File: src/inc/ssia_pkg.sv
package ssia_pkg;
  // ---------------------------------------------------------------
  // Register indexes
  // ---------------------------------------------------------------
  localparam logic [7:0] IDX_FIRST_ROW_HIGH = 8'h00;
  localparam logic [7:0] IDX_FIRST_ROW_LOW = 8'h01;
  localparam logic [7:0] IDX_FIRST_COLUMN = 8'h02;
  localparam logic [7:0] IDX_LAST_ROW_HIGH = 8'h03;
  localparam logic [7:0] IDX_LAST_ROW_LOW = 8'h04;
  localparam logic [7:0] IDX_LAST_COLUMN = 8'h05;
  localparam logic [7:0] IDX_DISCHARGE_TIME = 8'h06;
  localparam logic [7:0] IDX_DISCHARGE_CURRENT = 8'h07;
  localparam logic [7:0] IDX_CAPTURE = 8'h08;
  localparam logic [7:0] IDX_CONTROL_B = 8'h09;
  localparam logic [7:0] IDX_CONTROL_C = 8'h0a;
  localparam logic [7:0] IDX_STATUS_A = 8'h0b;
  localparam logic [7:0] IDX_GAIN_CONTROL = 8'h0c;
  localparam logic [7:0] IDX_INTERRUPT_CONTROL = 8'h0d;
  localparam logic [7:0] IDX_INTERRUPT_STATUS = 8'h0e;
  localparam logic [7:0] IDX_CHIP_IDENT_HIGH = 8'h10;
  localparam logic [7:0] IDX_CHIP_IDENT_LOW = 8'h11;
  localparam logic [7:0] IDX_FACTORY_TEST = 8'h12;
  // ---------------------------------------------------------------
  // Fields and reset values
  // ---------------------------------------------------------------
  localparam int BIT_ANALOG_SOURCE = 3;
  localparam int BIT_CAPTURE_REGION = 2;
  localparam int BIT_CAPTURE_FULL_IMAGE = 1;
  localparam int BIT_CAPTURE_SINGLE_ROW = 0;
  localparam logic [7:0] MASK_ROW_HIGH = 8'h01;
  localparam logic [7:0] MASK_DISCHARGE_COUNT = 8'h7f;
  localparam logic [7:0] MASK_DISCHARGE_RATE = 8'h1f;
  localparam logic [7:0] MASK_CAPTURE = 8'h0f;
  localparam logic [7:0] RESET_VALUE = 8'h00;
  localparam logic [8:0] FULL_LAST_ROW = 9'h12b;
  localparam logic [7:0] FULL_LAST_COLUMN = 8'hff;
  // ---------------------------------------------------------------
  // Timing in oscillator cycles
  // ---------------------------------------------------------------
  localparam logic [7:0] FIRST_RESULT_BASE = 8'h1c;
  localparam logic [7:0] NEXT_RESULT_CYCLES = 8'h06;
  // Cycles between host bus steps (own choice of host pacing).
  localparam logic [3:0] HOST_STROBE_CYCLES = 4'h2;
endpackage : ssia_pkg

File: src/inc/ssia_if.sv
`timescale 1ns/1ps
interface ssia_if;
  logic sel_n;
  logic addr;
  logic rd_n;
  logic wr_n;
  logic [7:0] host_data;
  logic host_data_oe;
  logic [7:0] dev_data;
  logic dev_data_oe;
  logic wait_n;
  logic wait_oe;
  logic external_analog_input_sel;
  modport device (
    input sel_n, addr, rd_n, wr_n, host_data, host_data_oe,
    output dev_data, dev_data_oe, wait_n, wait_oe,
    output external_analog_input_sel
  );
  modport host (
    output sel_n, addr, rd_n, wr_n, host_data, host_data_oe,
    input dev_data, dev_data_oe, wait_n, wait_oe,
    input external_analog_input_sel
  );
endinterface : ssia_if

File: src/logic/ssia_device.sv
`timescale 1ns/1ps
module ssia_device
  import ssia_pkg::*;
#(
  parameter logic [7:0] CHIP_IDENT_HIGH_VALUE = 8'h5a, // Arbitrary value.
  parameter logic [7:0] CHIP_IDENT_LOW_VALUE = 8'ha5 // Arbitrary value.
)(
  input wire logic clk_i,
  input wire logic resetn_i,
  ssia_if.device bus,
  input wire logic [7:0] sample_i,
  output logic [8:0] row_o,
  output logic [7:0] column_o,
  output logic [6:0] discharge_count_o,
  output logic [4:0] discharge_rate_o,
  output logic converting_o,
  output logic scan_active_o
);
  typedef enum logic [1:0] {SSIA_IDLE, SSIA_CONVERT, SSIA_DONE}
    ssia_state_type;
  typedef struct packed {
    ssia_state_type state;
    logic [7:0] index;
    logic [7:0] first_row_high;
    logic [7:0] first_row_low;
    logic [7:0] first_column;
    logic [7:0] last_row_high;
    logic [7:0] last_row_low;
    logic [7:0] last_column;
    logic [7:0] discharge_time;
    logic [7:0] discharge_current;
    logic [7:0] control_b;
    logic [7:0] control_c;
    logic [7:0] gain_control;
    logic [7:0] interrupt_control;
    logic [7:0] interrupt_status;
    logic [7:0] factory_test;
    logic analog_source_select;
    logic [8:0] row;
    logic [7:0] column;
    logic [8:0] row_first;
    logic [8:0] row_last;
    logic [7:0] col_first;
    logic [7:0] col_last;
    logic scanning;
    logic [7:0] countdown;
    logic [7:0] result;
    logic rd_n_q;
    logic wr_n_q;
    logic reading_capture;
  } ssia_reg_type;

  ssia_reg_type r;
  ssia_reg_type next_r;
  logic selected;
  logic rd_rise;
  logic wr_rise;
  logic [7:0] read_value;
  logic [2:0] starts;

  assign selected = !bus.sel_n;
  assign rd_rise = bus.rd_n && !r.rd_n_q;
  assign wr_rise = bus.wr_n && !r.wr_n_q;
  assign starts = bus.host_data[2:0];

  // ---------------------------------------------------------------
  // Read multiplexer
  // ---------------------------------------------------------------
  always_comb
  begin
    read_value = RESET_VALUE;
    if (!bus.addr)
    begin
      read_value = r.index;
    end
    else
    begin
      case (r.index)
        IDX_FIRST_ROW_HIGH: read_value = r.first_row_high;
        IDX_FIRST_ROW_LOW: read_value = r.first_row_low;
        IDX_FIRST_COLUMN: read_value = r.first_column;
        IDX_LAST_ROW_HIGH: read_value = r.last_row_high;
        IDX_LAST_ROW_LOW: read_value = r.last_row_low;
        IDX_LAST_COLUMN: read_value = r.last_column;
        IDX_DISCHARGE_TIME: read_value = r.discharge_time;
        IDX_DISCHARGE_CURRENT: read_value = r.discharge_current;
        IDX_CAPTURE: read_value = r.result;
        IDX_CONTROL_B: read_value = r.control_b;
        IDX_CONTROL_C: read_value = r.control_c;
        IDX_STATUS_A: read_value = {7'h00, r.state == SSIA_CONVERT};
        IDX_GAIN_CONTROL: read_value = r.gain_control;
        IDX_INTERRUPT_CONTROL: read_value = r.interrupt_control;
        IDX_INTERRUPT_STATUS: read_value = r.interrupt_status;
        IDX_CHIP_IDENT_HIGH: read_value = CHIP_IDENT_HIGH_VALUE;
        IDX_CHIP_IDENT_LOW: read_value = CHIP_IDENT_LOW_VALUE;
        IDX_FACTORY_TEST: read_value = r.factory_test;
        default: read_value = RESET_VALUE;
      endcase
    end
  end

  // ---------------------------------------------------------------
  // Next state
  // ---------------------------------------------------------------
  always_comb
  begin
    next_r = r;
    next_r.rd_n_q = bus.rd_n;
    next_r.wr_n_q = bus.wr_n;
    if (selected && !bus.rd_n && bus.addr && r.index == IDX_CAPTURE)
    begin
      next_r.reading_capture = 1'b1;
    end
    // Stopping at two absorbs the cycle taken to detect the strobe edge.
    if (r.state == SSIA_CONVERT)
    begin
      if (r.countdown <= 8'h02)
      begin
        next_r.result = sample_i;
        next_r.state = SSIA_DONE;
      end
      else
      begin
        next_r.countdown = r.countdown - 8'h01;
      end
    end
    // The end of a capture read launches the next pixel.
    if (rd_rise && r.reading_capture)
    begin
      next_r.reading_capture = 1'b0;
      if (r.scanning && r.state == SSIA_DONE)
      begin
        if (r.column == r.col_last)
        begin
          next_r.column = r.col_first;
          if (r.row == r.row_last)
          begin
            next_r.scanning = 1'b0;
            next_r.state = SSIA_IDLE;
          end
          else
          begin
            next_r.row = r.row + 9'h001;
            next_r.state = SSIA_CONVERT;
            next_r.countdown = NEXT_RESULT_CYCLES;
          end
        end
        else
        begin
          next_r.column = r.column + 8'h01;
          next_r.state = SSIA_CONVERT;
          next_r.countdown = NEXT_RESULT_CYCLES;
        end
      end
    end
    // Writes land on the trailing edge of the write strobe.
    if (wr_rise && selected)
    begin
      if (!bus.addr)
      begin
        next_r.index = bus.host_data;
      end
      else
      begin
        case (r.index)
          IDX_FIRST_ROW_HIGH:
            next_r.first_row_high = bus.host_data & MASK_ROW_HIGH;
          IDX_FIRST_ROW_LOW: next_r.first_row_low = bus.host_data;
          IDX_FIRST_COLUMN: next_r.first_column = bus.host_data;
          IDX_LAST_ROW_HIGH:
            next_r.last_row_high = bus.host_data & MASK_ROW_HIGH;
          IDX_LAST_ROW_LOW: next_r.last_row_low = bus.host_data;
          IDX_LAST_COLUMN: next_r.last_column = bus.host_data;
          IDX_DISCHARGE_TIME:
            next_r.discharge_time = bus.host_data & MASK_DISCHARGE_COUNT;
          IDX_DISCHARGE_CURRENT:
            next_r.discharge_current = bus.host_data & MASK_DISCHARGE_RATE;
          IDX_CAPTURE:
          begin
            next_r.analog_source_select = bus.host_data[BIT_ANALOG_SOURCE];
            if ($onehot(starts))
            begin
              next_r.scanning = 1'b1;
              next_r.state = SSIA_CONVERT;
              next_r.countdown = FIRST_RESULT_BASE
                + {1'b0, r.discharge_time[6:0]};
              next_r.row_first = {r.first_row_high[0], r.first_row_low};
              next_r.row = next_r.row_first;
              next_r.row_last = next_r.row_first;
              next_r.col_first = 8'h00;
              next_r.col_last = FULL_LAST_COLUMN;
              if (starts[BIT_CAPTURE_REGION])
              begin
                next_r.col_first = r.first_column;
                next_r.row_last = {r.last_row_high[0], r.last_row_low};
                next_r.col_last = r.last_column;
              end
              if (starts[BIT_CAPTURE_FULL_IMAGE])
              begin
                next_r.row = 9'h000;
                next_r.row_last = FULL_LAST_ROW;
                next_r.col_first = 8'h00;
                next_r.col_last = FULL_LAST_COLUMN;
              end
              next_r.column = next_r.col_first;
            end
          end
          IDX_CONTROL_B: next_r.control_b = bus.host_data;
          IDX_CONTROL_C: next_r.control_c = bus.host_data;
          IDX_GAIN_CONTROL: next_r.gain_control = bus.host_data;
          IDX_INTERRUPT_CONTROL: next_r.interrupt_control = bus.host_data;
          IDX_INTERRUPT_STATUS: next_r.interrupt_status = bus.host_data;
          IDX_FACTORY_TEST: next_r.factory_test = bus.host_data;
          default: next_r.index = r.index;
        endcase
      end
    end
  end

  always_ff @(posedge clk_i or negedge resetn_i)
  begin
    if (!resetn_i)
    begin
      r <= '0;
      r.rd_n_q <= 1'b1;
      r.wr_n_q <= 1'b1;
    end
    else
    begin
      r <= next_r;
    end
  end

  // ---------------------------------------------------------------
  // Outputs
  // ---------------------------------------------------------------
  assign bus.dev_data = read_value;
  assign bus.dev_data_oe = selected && !bus.rd_n;
  // Wait is open-drain: only ever driven low.
  assign bus.wait_n = 1'b0;
  assign bus.wait_oe = selected && !bus.rd_n && bus.addr
    && r.index == IDX_CAPTURE && r.state == SSIA_CONVERT;
  assign bus.external_analog_input_sel = r.analog_source_select;
  assign row_o = r.row;
  assign column_o = r.column;
  assign discharge_count_o = r.discharge_time[6:0];
  assign discharge_rate_o = r.discharge_current[4:0];
  assign converting_o = r.state == SSIA_CONVERT;
  assign scan_active_o = r.scanning;
endmodule : ssia_device

File: src/flat_wrapper.sv
// flat-port wrapper written by rule: the top's interface ports become plain ports
module ssia_device_flat import ssia_pkg::*;
#(
  parameter logic [7:0] CHIP_IDENT_HIGH_VALUE = 8'h5a,                    
  parameter logic [7:0] CHIP_IDENT_LOW_VALUE = 8'ha5                    
)
  (clk_i, resetn_i, sample_i, row_o, column_o, discharge_count_o, discharge_rate_o, converting_o, scan_active_o, bus_sel_n, bus_addr, bus_rd_n, bus_wr_n, bus_host_data, bus_host_data_oe, bus_dev_data, bus_dev_data_oe, bus_wait_n, bus_wait_oe, bus_external_analog_input_sel);
  ssia_if bus_i ();
  input wire logic clk_i;
  input wire logic resetn_i;
  input wire logic [7:0] sample_i;
  output logic [8:0] row_o;
  output logic [7:0] column_o;
  output logic [6:0] discharge_count_o;
  output logic [4:0] discharge_rate_o;
  output logic converting_o;
  output logic scan_active_o;
  input wire logic [$bits(bus_i.sel_n)-1:0] bus_sel_n;
  input wire logic [$bits(bus_i.addr)-1:0] bus_addr;
  input wire logic [$bits(bus_i.rd_n)-1:0] bus_rd_n;
  input wire logic [$bits(bus_i.wr_n)-1:0] bus_wr_n;
  input wire logic [$bits(bus_i.host_data)-1:0] bus_host_data;
  input wire logic [$bits(bus_i.host_data_oe)-1:0] bus_host_data_oe;
  output wire logic [$bits(bus_i.dev_data)-1:0] bus_dev_data;
  output wire logic [$bits(bus_i.dev_data_oe)-1:0] bus_dev_data_oe;
  output wire logic [$bits(bus_i.wait_n)-1:0] bus_wait_n;
  output wire logic [$bits(bus_i.wait_oe)-1:0] bus_wait_oe;
  output wire logic [$bits(bus_i.external_analog_input_sel)-1:0] bus_external_analog_input_sel;
  assign bus_i.sel_n = bus_sel_n;
  assign bus_i.addr = bus_addr;
  assign bus_i.rd_n = bus_rd_n;
  assign bus_i.wr_n = bus_wr_n;
  assign bus_i.host_data = bus_host_data;
  assign bus_i.host_data_oe = bus_host_data_oe;
  assign bus_dev_data = bus_i.dev_data;
  assign bus_dev_data_oe = bus_i.dev_data_oe;
  assign bus_wait_n = bus_i.wait_n;
  assign bus_wait_oe = bus_i.wait_oe;
  assign bus_external_analog_input_sel = bus_i.external_analog_input_sel;
  ssia_device #(.CHIP_IDENT_HIGH_VALUE(CHIP_IDENT_HIGH_VALUE), .CHIP_IDENT_LOW_VALUE(CHIP_IDENT_LOW_VALUE)) u_core (.clk_i(clk_i), .resetn_i(resetn_i), .bus(bus_i), .sample_i(sample_i), .row_o(row_o), .column_o(column_o), .discharge_count_o(discharge_count_o), .discharge_rate_o(discharge_rate_o), .converting_o(converting_o), .scan_active_o(scan_active_o));
endmodule
File: config.mk
export PLATFORM = sky130hd
export DESIGN_NAME = ssia_device_flat
export DESIGN_NICKNAME = d
export VERILOG_FILES = /design/src/inc/ssia_pkg.sv /design/src/inc/ssia_if.sv /design/src/logic/ssia_device.sv /design/src/flat_wrapper.sv
export SDC_FILE = /design/constraint.sdc
export NUM_CORES = 1
export LEC_CHECK = 0
export BUFFER_PORTS_ARGS = -buffer_cell sky130_fd_sc_hd__buf_2
export CELL_PAD_IN_SITES_DETAIL_PLACEMENT = 0
export CELL_PAD_IN_SITES_GLOBAL_PLACEMENT = 2
export CORE_ASPECT_RATIO = 1.25
export CORE_MARGIN = 2
export CORE_UTILIZATION = 24
export DETAILED_ROUTE_END_ITERATION = 16
export HOLD_SLACK_MARGIN = 0.12
export PLACE_DENSITY = 0.6
export SLEW_MARGIN = 20
export SYNTH_ARGS = -nofsm -noshare
export SYNTH_HDL_FRONTEND = slang
export SYNTH_SLANG_ARGS = --single-unit
File: constraint.sdc
create_clock -name clk_i -period 3.4 [get_ports clk_i]
set_input_delay 0.17 -clock clk_i [delete_from_list [all_inputs] [get_ports clk_i]]
set_output_delay 0.17 -clock clk_i [all_outputs]
set_load 0.02 [all_outputs]
Yosys cells after proc, flatten, opt, wreduce, memory -nomap -nowiden. Index checks and enable logic that the tools add are counted.

Register bits after elaboration: 176. Word-level logic and storage cells: 141.

Add/sub/neg operators: 6. Magnitude comparators: 1. Eq/ne operators: 22. Multiplexer cells: 49. Bitwise logic cells: 1. Reduce and logical (&&, ||, !) cells: 33.

Operators by type and width (number): $mux 183 (1); $mux 166 (1); $pmux 8 s18 (1); $mux 8 (17); $mux 61 (1); $mux 60 (1); $eq 8x4->1 const B (7); $mux 25 (2); $mux 9 (5); $reduce_and 3->1 (15); $mux 17 (2); $eq 8x3->1 const B (4); $eq 8x5->1 const B (3); $eq 8x2->1 const B (2); $mux 16 (1); $mux 2 (7); $add 9x1->9 const B (1); $eq 9x9->1 (1); $logic_and 1x1->1 (9); $add 5x7->8 const A (1); $add 8x1->8 const B (1); $eq 8x1->1 const B (1); $eq 8x8->1 (1); $le 8x2->1 const B (1); 14 further kinds (26).

Logic depth before layout (Yosys ltp).
Depth after elaboration: 11. Mapped depth: 9.

Worst setup path after synthesis. OpenSTA, ideal clock, no wires.

Path kind: register to output. Start point: register u_core.r[191] (netlist name). End point: output bus_dev_data[6]. Data arrival time: 2.193 ns. Path slack: 1.037 ns. Stages on the path, launching flop included: 6. Cells stage by stage: dfrtp_1 nor3_1 and3_1 buf_2 a31oi_1 o311ai_0.

Longest elaborated chain between the ends: 3. Elaborated cells between the ends (all ways): 20. Classes of those cells: eq/ne: 17; mux: 2; reduce/logical: 1.

RTL lines: from (decl) (line ssia_device.sv:53) `ssia_reg_type r;`; from (signal assigned) (line ssia_device.sv:230) `r <= next_r;`; $eq 8x5->1 (tied with other cells) (line ssia_device.sv:78) `case (r.index)`; $pmux 8 s18 * (line ssia_device.sv:78); $mux 8 * (line ssia_device.sv:72) `if (!bus.addr)`; to (decl) (line flat_wrapper.sv:24) `output wire logic [$bits(bus_i.dev_data)-1:0] bus_dev_data;`.

Mark *: on every way between the ends. The rest lies on a longest branch, timed or not.

Worst setup path after layout.
Start point: register u_core.r[191] (netlist name). End point: output bus_dev_data[5].

Same word-level chain as after synthesis.

==> results.toml <==
[global_routing]
grt_max_degree = 72
grt_usage_pct = 15.5
grt.overflow.total = 0
grt_pass1_wl_mm = 44.5
grt_pass1_vias = 6601
antenna_found_initial = 0

[yosys]
synth_commonest_cells = "165 x dfrtp_1, 99 x nand2_1, 86 x mux2_2"
synthSimpleGateAreaFrac_pct = 13.6
yosysWarningCount = 0
synth_top_cell_area_share_pct = 46.3
ys_types = 78
ys_async_sr_fraction_pct = 100
yosys.area.top_type = "dfrtp_1"
synth_top_family_by_area = "multiplexers"
synth-adder-area-share_pct = 0.926
syn_area_um2 = 8910
synth.top_cells.by_area = "dfrtp_1 46%, mux2_2 11%, nand2_1 4.2%, o21ai_0 3.5%, buf_4 2.9%"
syn_nets = 873
netlist_instances = 844
synth_compound_area_share_pct = 14.0
synth_ff_type = "dfrtp_1"
syn_area_per_cell_um2 = 10.6
synth_edf_count = 0
synth.area.mux_share_pct = 14.1
synth-xor-area-share_pct = 3.64
ys_seq_elements = 167
seq_area_frac_synth_pct = 46.9
synth_most_common_cell = "dfrtp_1"

[timing]
grt_setup_unrepaired = "no"
setup_ws_ps = 141
finalSetupViolations = 0
drv_slew = 0
hold_viol_final = 0
fin_setup_tns_ps = 0
fin_skew_ps = 13.2
slew_headroom_pct = 48.7
period_share_pct = 95.9
min_period_ps = 3260
maxClockFrequency_ghz = 0.307
worst_pin_slew_ps = 769

[placement]
dpl.hpwl_mm = 20.8
routabilityCongestion = 0.829
place_ws_ps = 616
dpl_cell_area_um2 = 9510
io_buffers = 63

[cells_and_area]
areaGrowthSynthToFinish_pct = 14.5
fill_cells = 3916
seq_area_um2 = 4180
final_cell_area_um2 = 10200
nNetsFinal = 903
multi_input_area_um2 = 4120
drive_above_1_share_pct = 26.4
antennaDiodeCount = 0

[setup_path]
critPathLaunchType = "flop"
critPathMaxStageDelay_ps = 680
critPathMaxFanout = 13
cp-end-kind = "primary output"
crit_type = "reg -> out"
cpMaxStageDelayCell = "and3_1"
path_cells = "nor3_1 > and3_1 > a222oi_1 > o21ai_0 > a21oi_1 > nor2_1 > buf_2"
crit_family = "simple AND/OR/NAND/NOR gates"
crit_buf_inv = 1
arrival_ps = 3090
critPathRequiredTime_ps = 3230

[clock_tree]
clkSinkCount = 167
clock_path_buffers = 2
clk_pin_slew_ps = 70
root_buffer = "clkbuf_16"
post_cts_buffers = 0
clock_latency_ps = 440
tritoncts = "yes"
htree_levels = 4
numCtsBuffers = 17

[min_path]
hp-class = "in -> reg"

[flow_run]
max_cap_viol_count = 0

[drt]
viasPerCell = 4.80
drc = 0
wl_mm = 29.2
firstDrtPassIters = 5
num_vias = 6556
wire_per_inst_um = 21.3
drtIter0Drc = 516
ant_nets = 0

[floorplan]
pin_count = 66
fp-row-count = 78
chipWidth_um = 176
die_y_um = 219
core_area_um2 = 36500
start_util_pct = 24.4
fp.dieArea_um2 = 38700

[power_and_ir_drop]
p_leak_nw = 4.69
max-vdd-ir-drop_mv = 0.298
power_w = 0.00481
power_density_nw_per_um2 = 471

[run_status]
outcome = "complete, no violations"
[cells by family (layout without fill, tap and decap cells)]
kind of cell	after synthesis	in the layout
muxes	110	110
buffers and inverters	109	151
and+or+nand+nor	230	230
DFF	167	167
adders and majority gates	6	6
AOI/OAI and AO/OA	184	184
xor gates and xnor gates	37	37
other	1	1
[per-stage QoR]
step	instances	utilization, %	hold slack, ps
after global placement	1322	26.1	255
final	1366	28.0	181
after global routing	1366	28.0	184
after floorplan	844	-	-126
after CTS	1366	28.0	160
after detailed placement	1322	26.1	254
[state kept, by name (all words and copies together), names as in the netlist]
name / flops
u_core.discharge_rate_o: 5
u_core.bus.external_analog_input_sel: 1
u_core.discharge_count_o: 7
u_core.row_o: 9
u_core.scan_active_o: 1
u_core.column_o: 8
u_core.r: 136
[per-layer routing]
metal / track usage, % / up-vias / share of wire [%]
met2: 26.0 / 122 / 48
met1: 20.7 / 3342 / 47
met3: 2.38 / 22 / 2.6
met4: 4.35 / 0 / 1.8
li1: - / 3070 / -
met5: 0 / - / 0
[placed cells by master, fill, tap and decap left out, types with 5 or more instances in the layout]
cell | netlist | layout
o211ai_1 | 7 | 7
nor2b_1 | 6 | 6
nor3_1 | 10 | 10
inv_1 | 17 | 17
buf_2 | 21 | 62
mux2_2 | 86 | 86
dlygate4sd3_1 | 0 | 13
clkbuf_16 | 0 | 17
mux2i_1 | 18 | 18
nor2_1 | 25 | 25
and2_1 | 6 | 6
a22o_1 | 13 | 13
nand2_1 | 99 | 99
nand3_1 | 27 | 27
a31oi_2 | 5 | 5
dfrtp_1 | 165 | 165
ha_1 | 5 | 5
a22oi_1 | 8 | 8
nand4_1 | 11 | 11
xnor2_1 | 15 | 15
o31ai_1 | 5 | 5
xor2_1 | 22 | 22
and3_1 | 12 | 12
a31oi_1 | 14 | 14
o22ai_1 | 8 | 8
a21oi_1 | 24 | 24
buf_4 | 34 | 23
o21ai_0 | 63 | 63
[report_power, final]
part	switching, W	internal [W]
Combinational	0.000461	0.000260
Sequential	0.000124	0.00207
Clock	0.000864	0.00103
[worst reg2reg max path: cells and delay by family, from the launching register on]
kind,cells,cell delay (ps)
simple gates,3,1760
mux,1,420
flops,1,460
[worst paths after layout]
| check | cells after the start | startpoint | slack [ps] | to |
|---|---|---|---|---|
| max | 7 | u_core.r[191] | 140 | bus_dev_data[5] |
| min | 3 | bus_host_data[0] | 180 | u_core.r[184] |
| max reg2reg | 4 | u_core.r[191] | 630 | u_core.r[76] |
| min reg2reg | 2 | u_core.r[35] | 480 | u_core.r[35] |
| max in group asynchronous | 3 | resetn_i | 2140 | u_core.r[2] |
| min in group asynchronous | 2 | resetn_i | 320 | u_core.row_o[0] |
[area by class of cell]
class,count,share of cell area (%)
Clock inverter,13,1.20
Timing Repair Buffer,101,6.51
Sequential cell,167,41.0
Tap cell,480,5.89
Inverter,19,0.699
Multi-Input combinational cell,568,40.4
Clock buffer,18,4.30
[repair_timing]
action,4_1_cts,5_1_grt
resized for setup,0,0
endpoints found under the setup margin,0,0
hold buffers,13,0
endpoints found under the hold margin,79,0
Note: power is estimated with default switching activity, not from simulation.
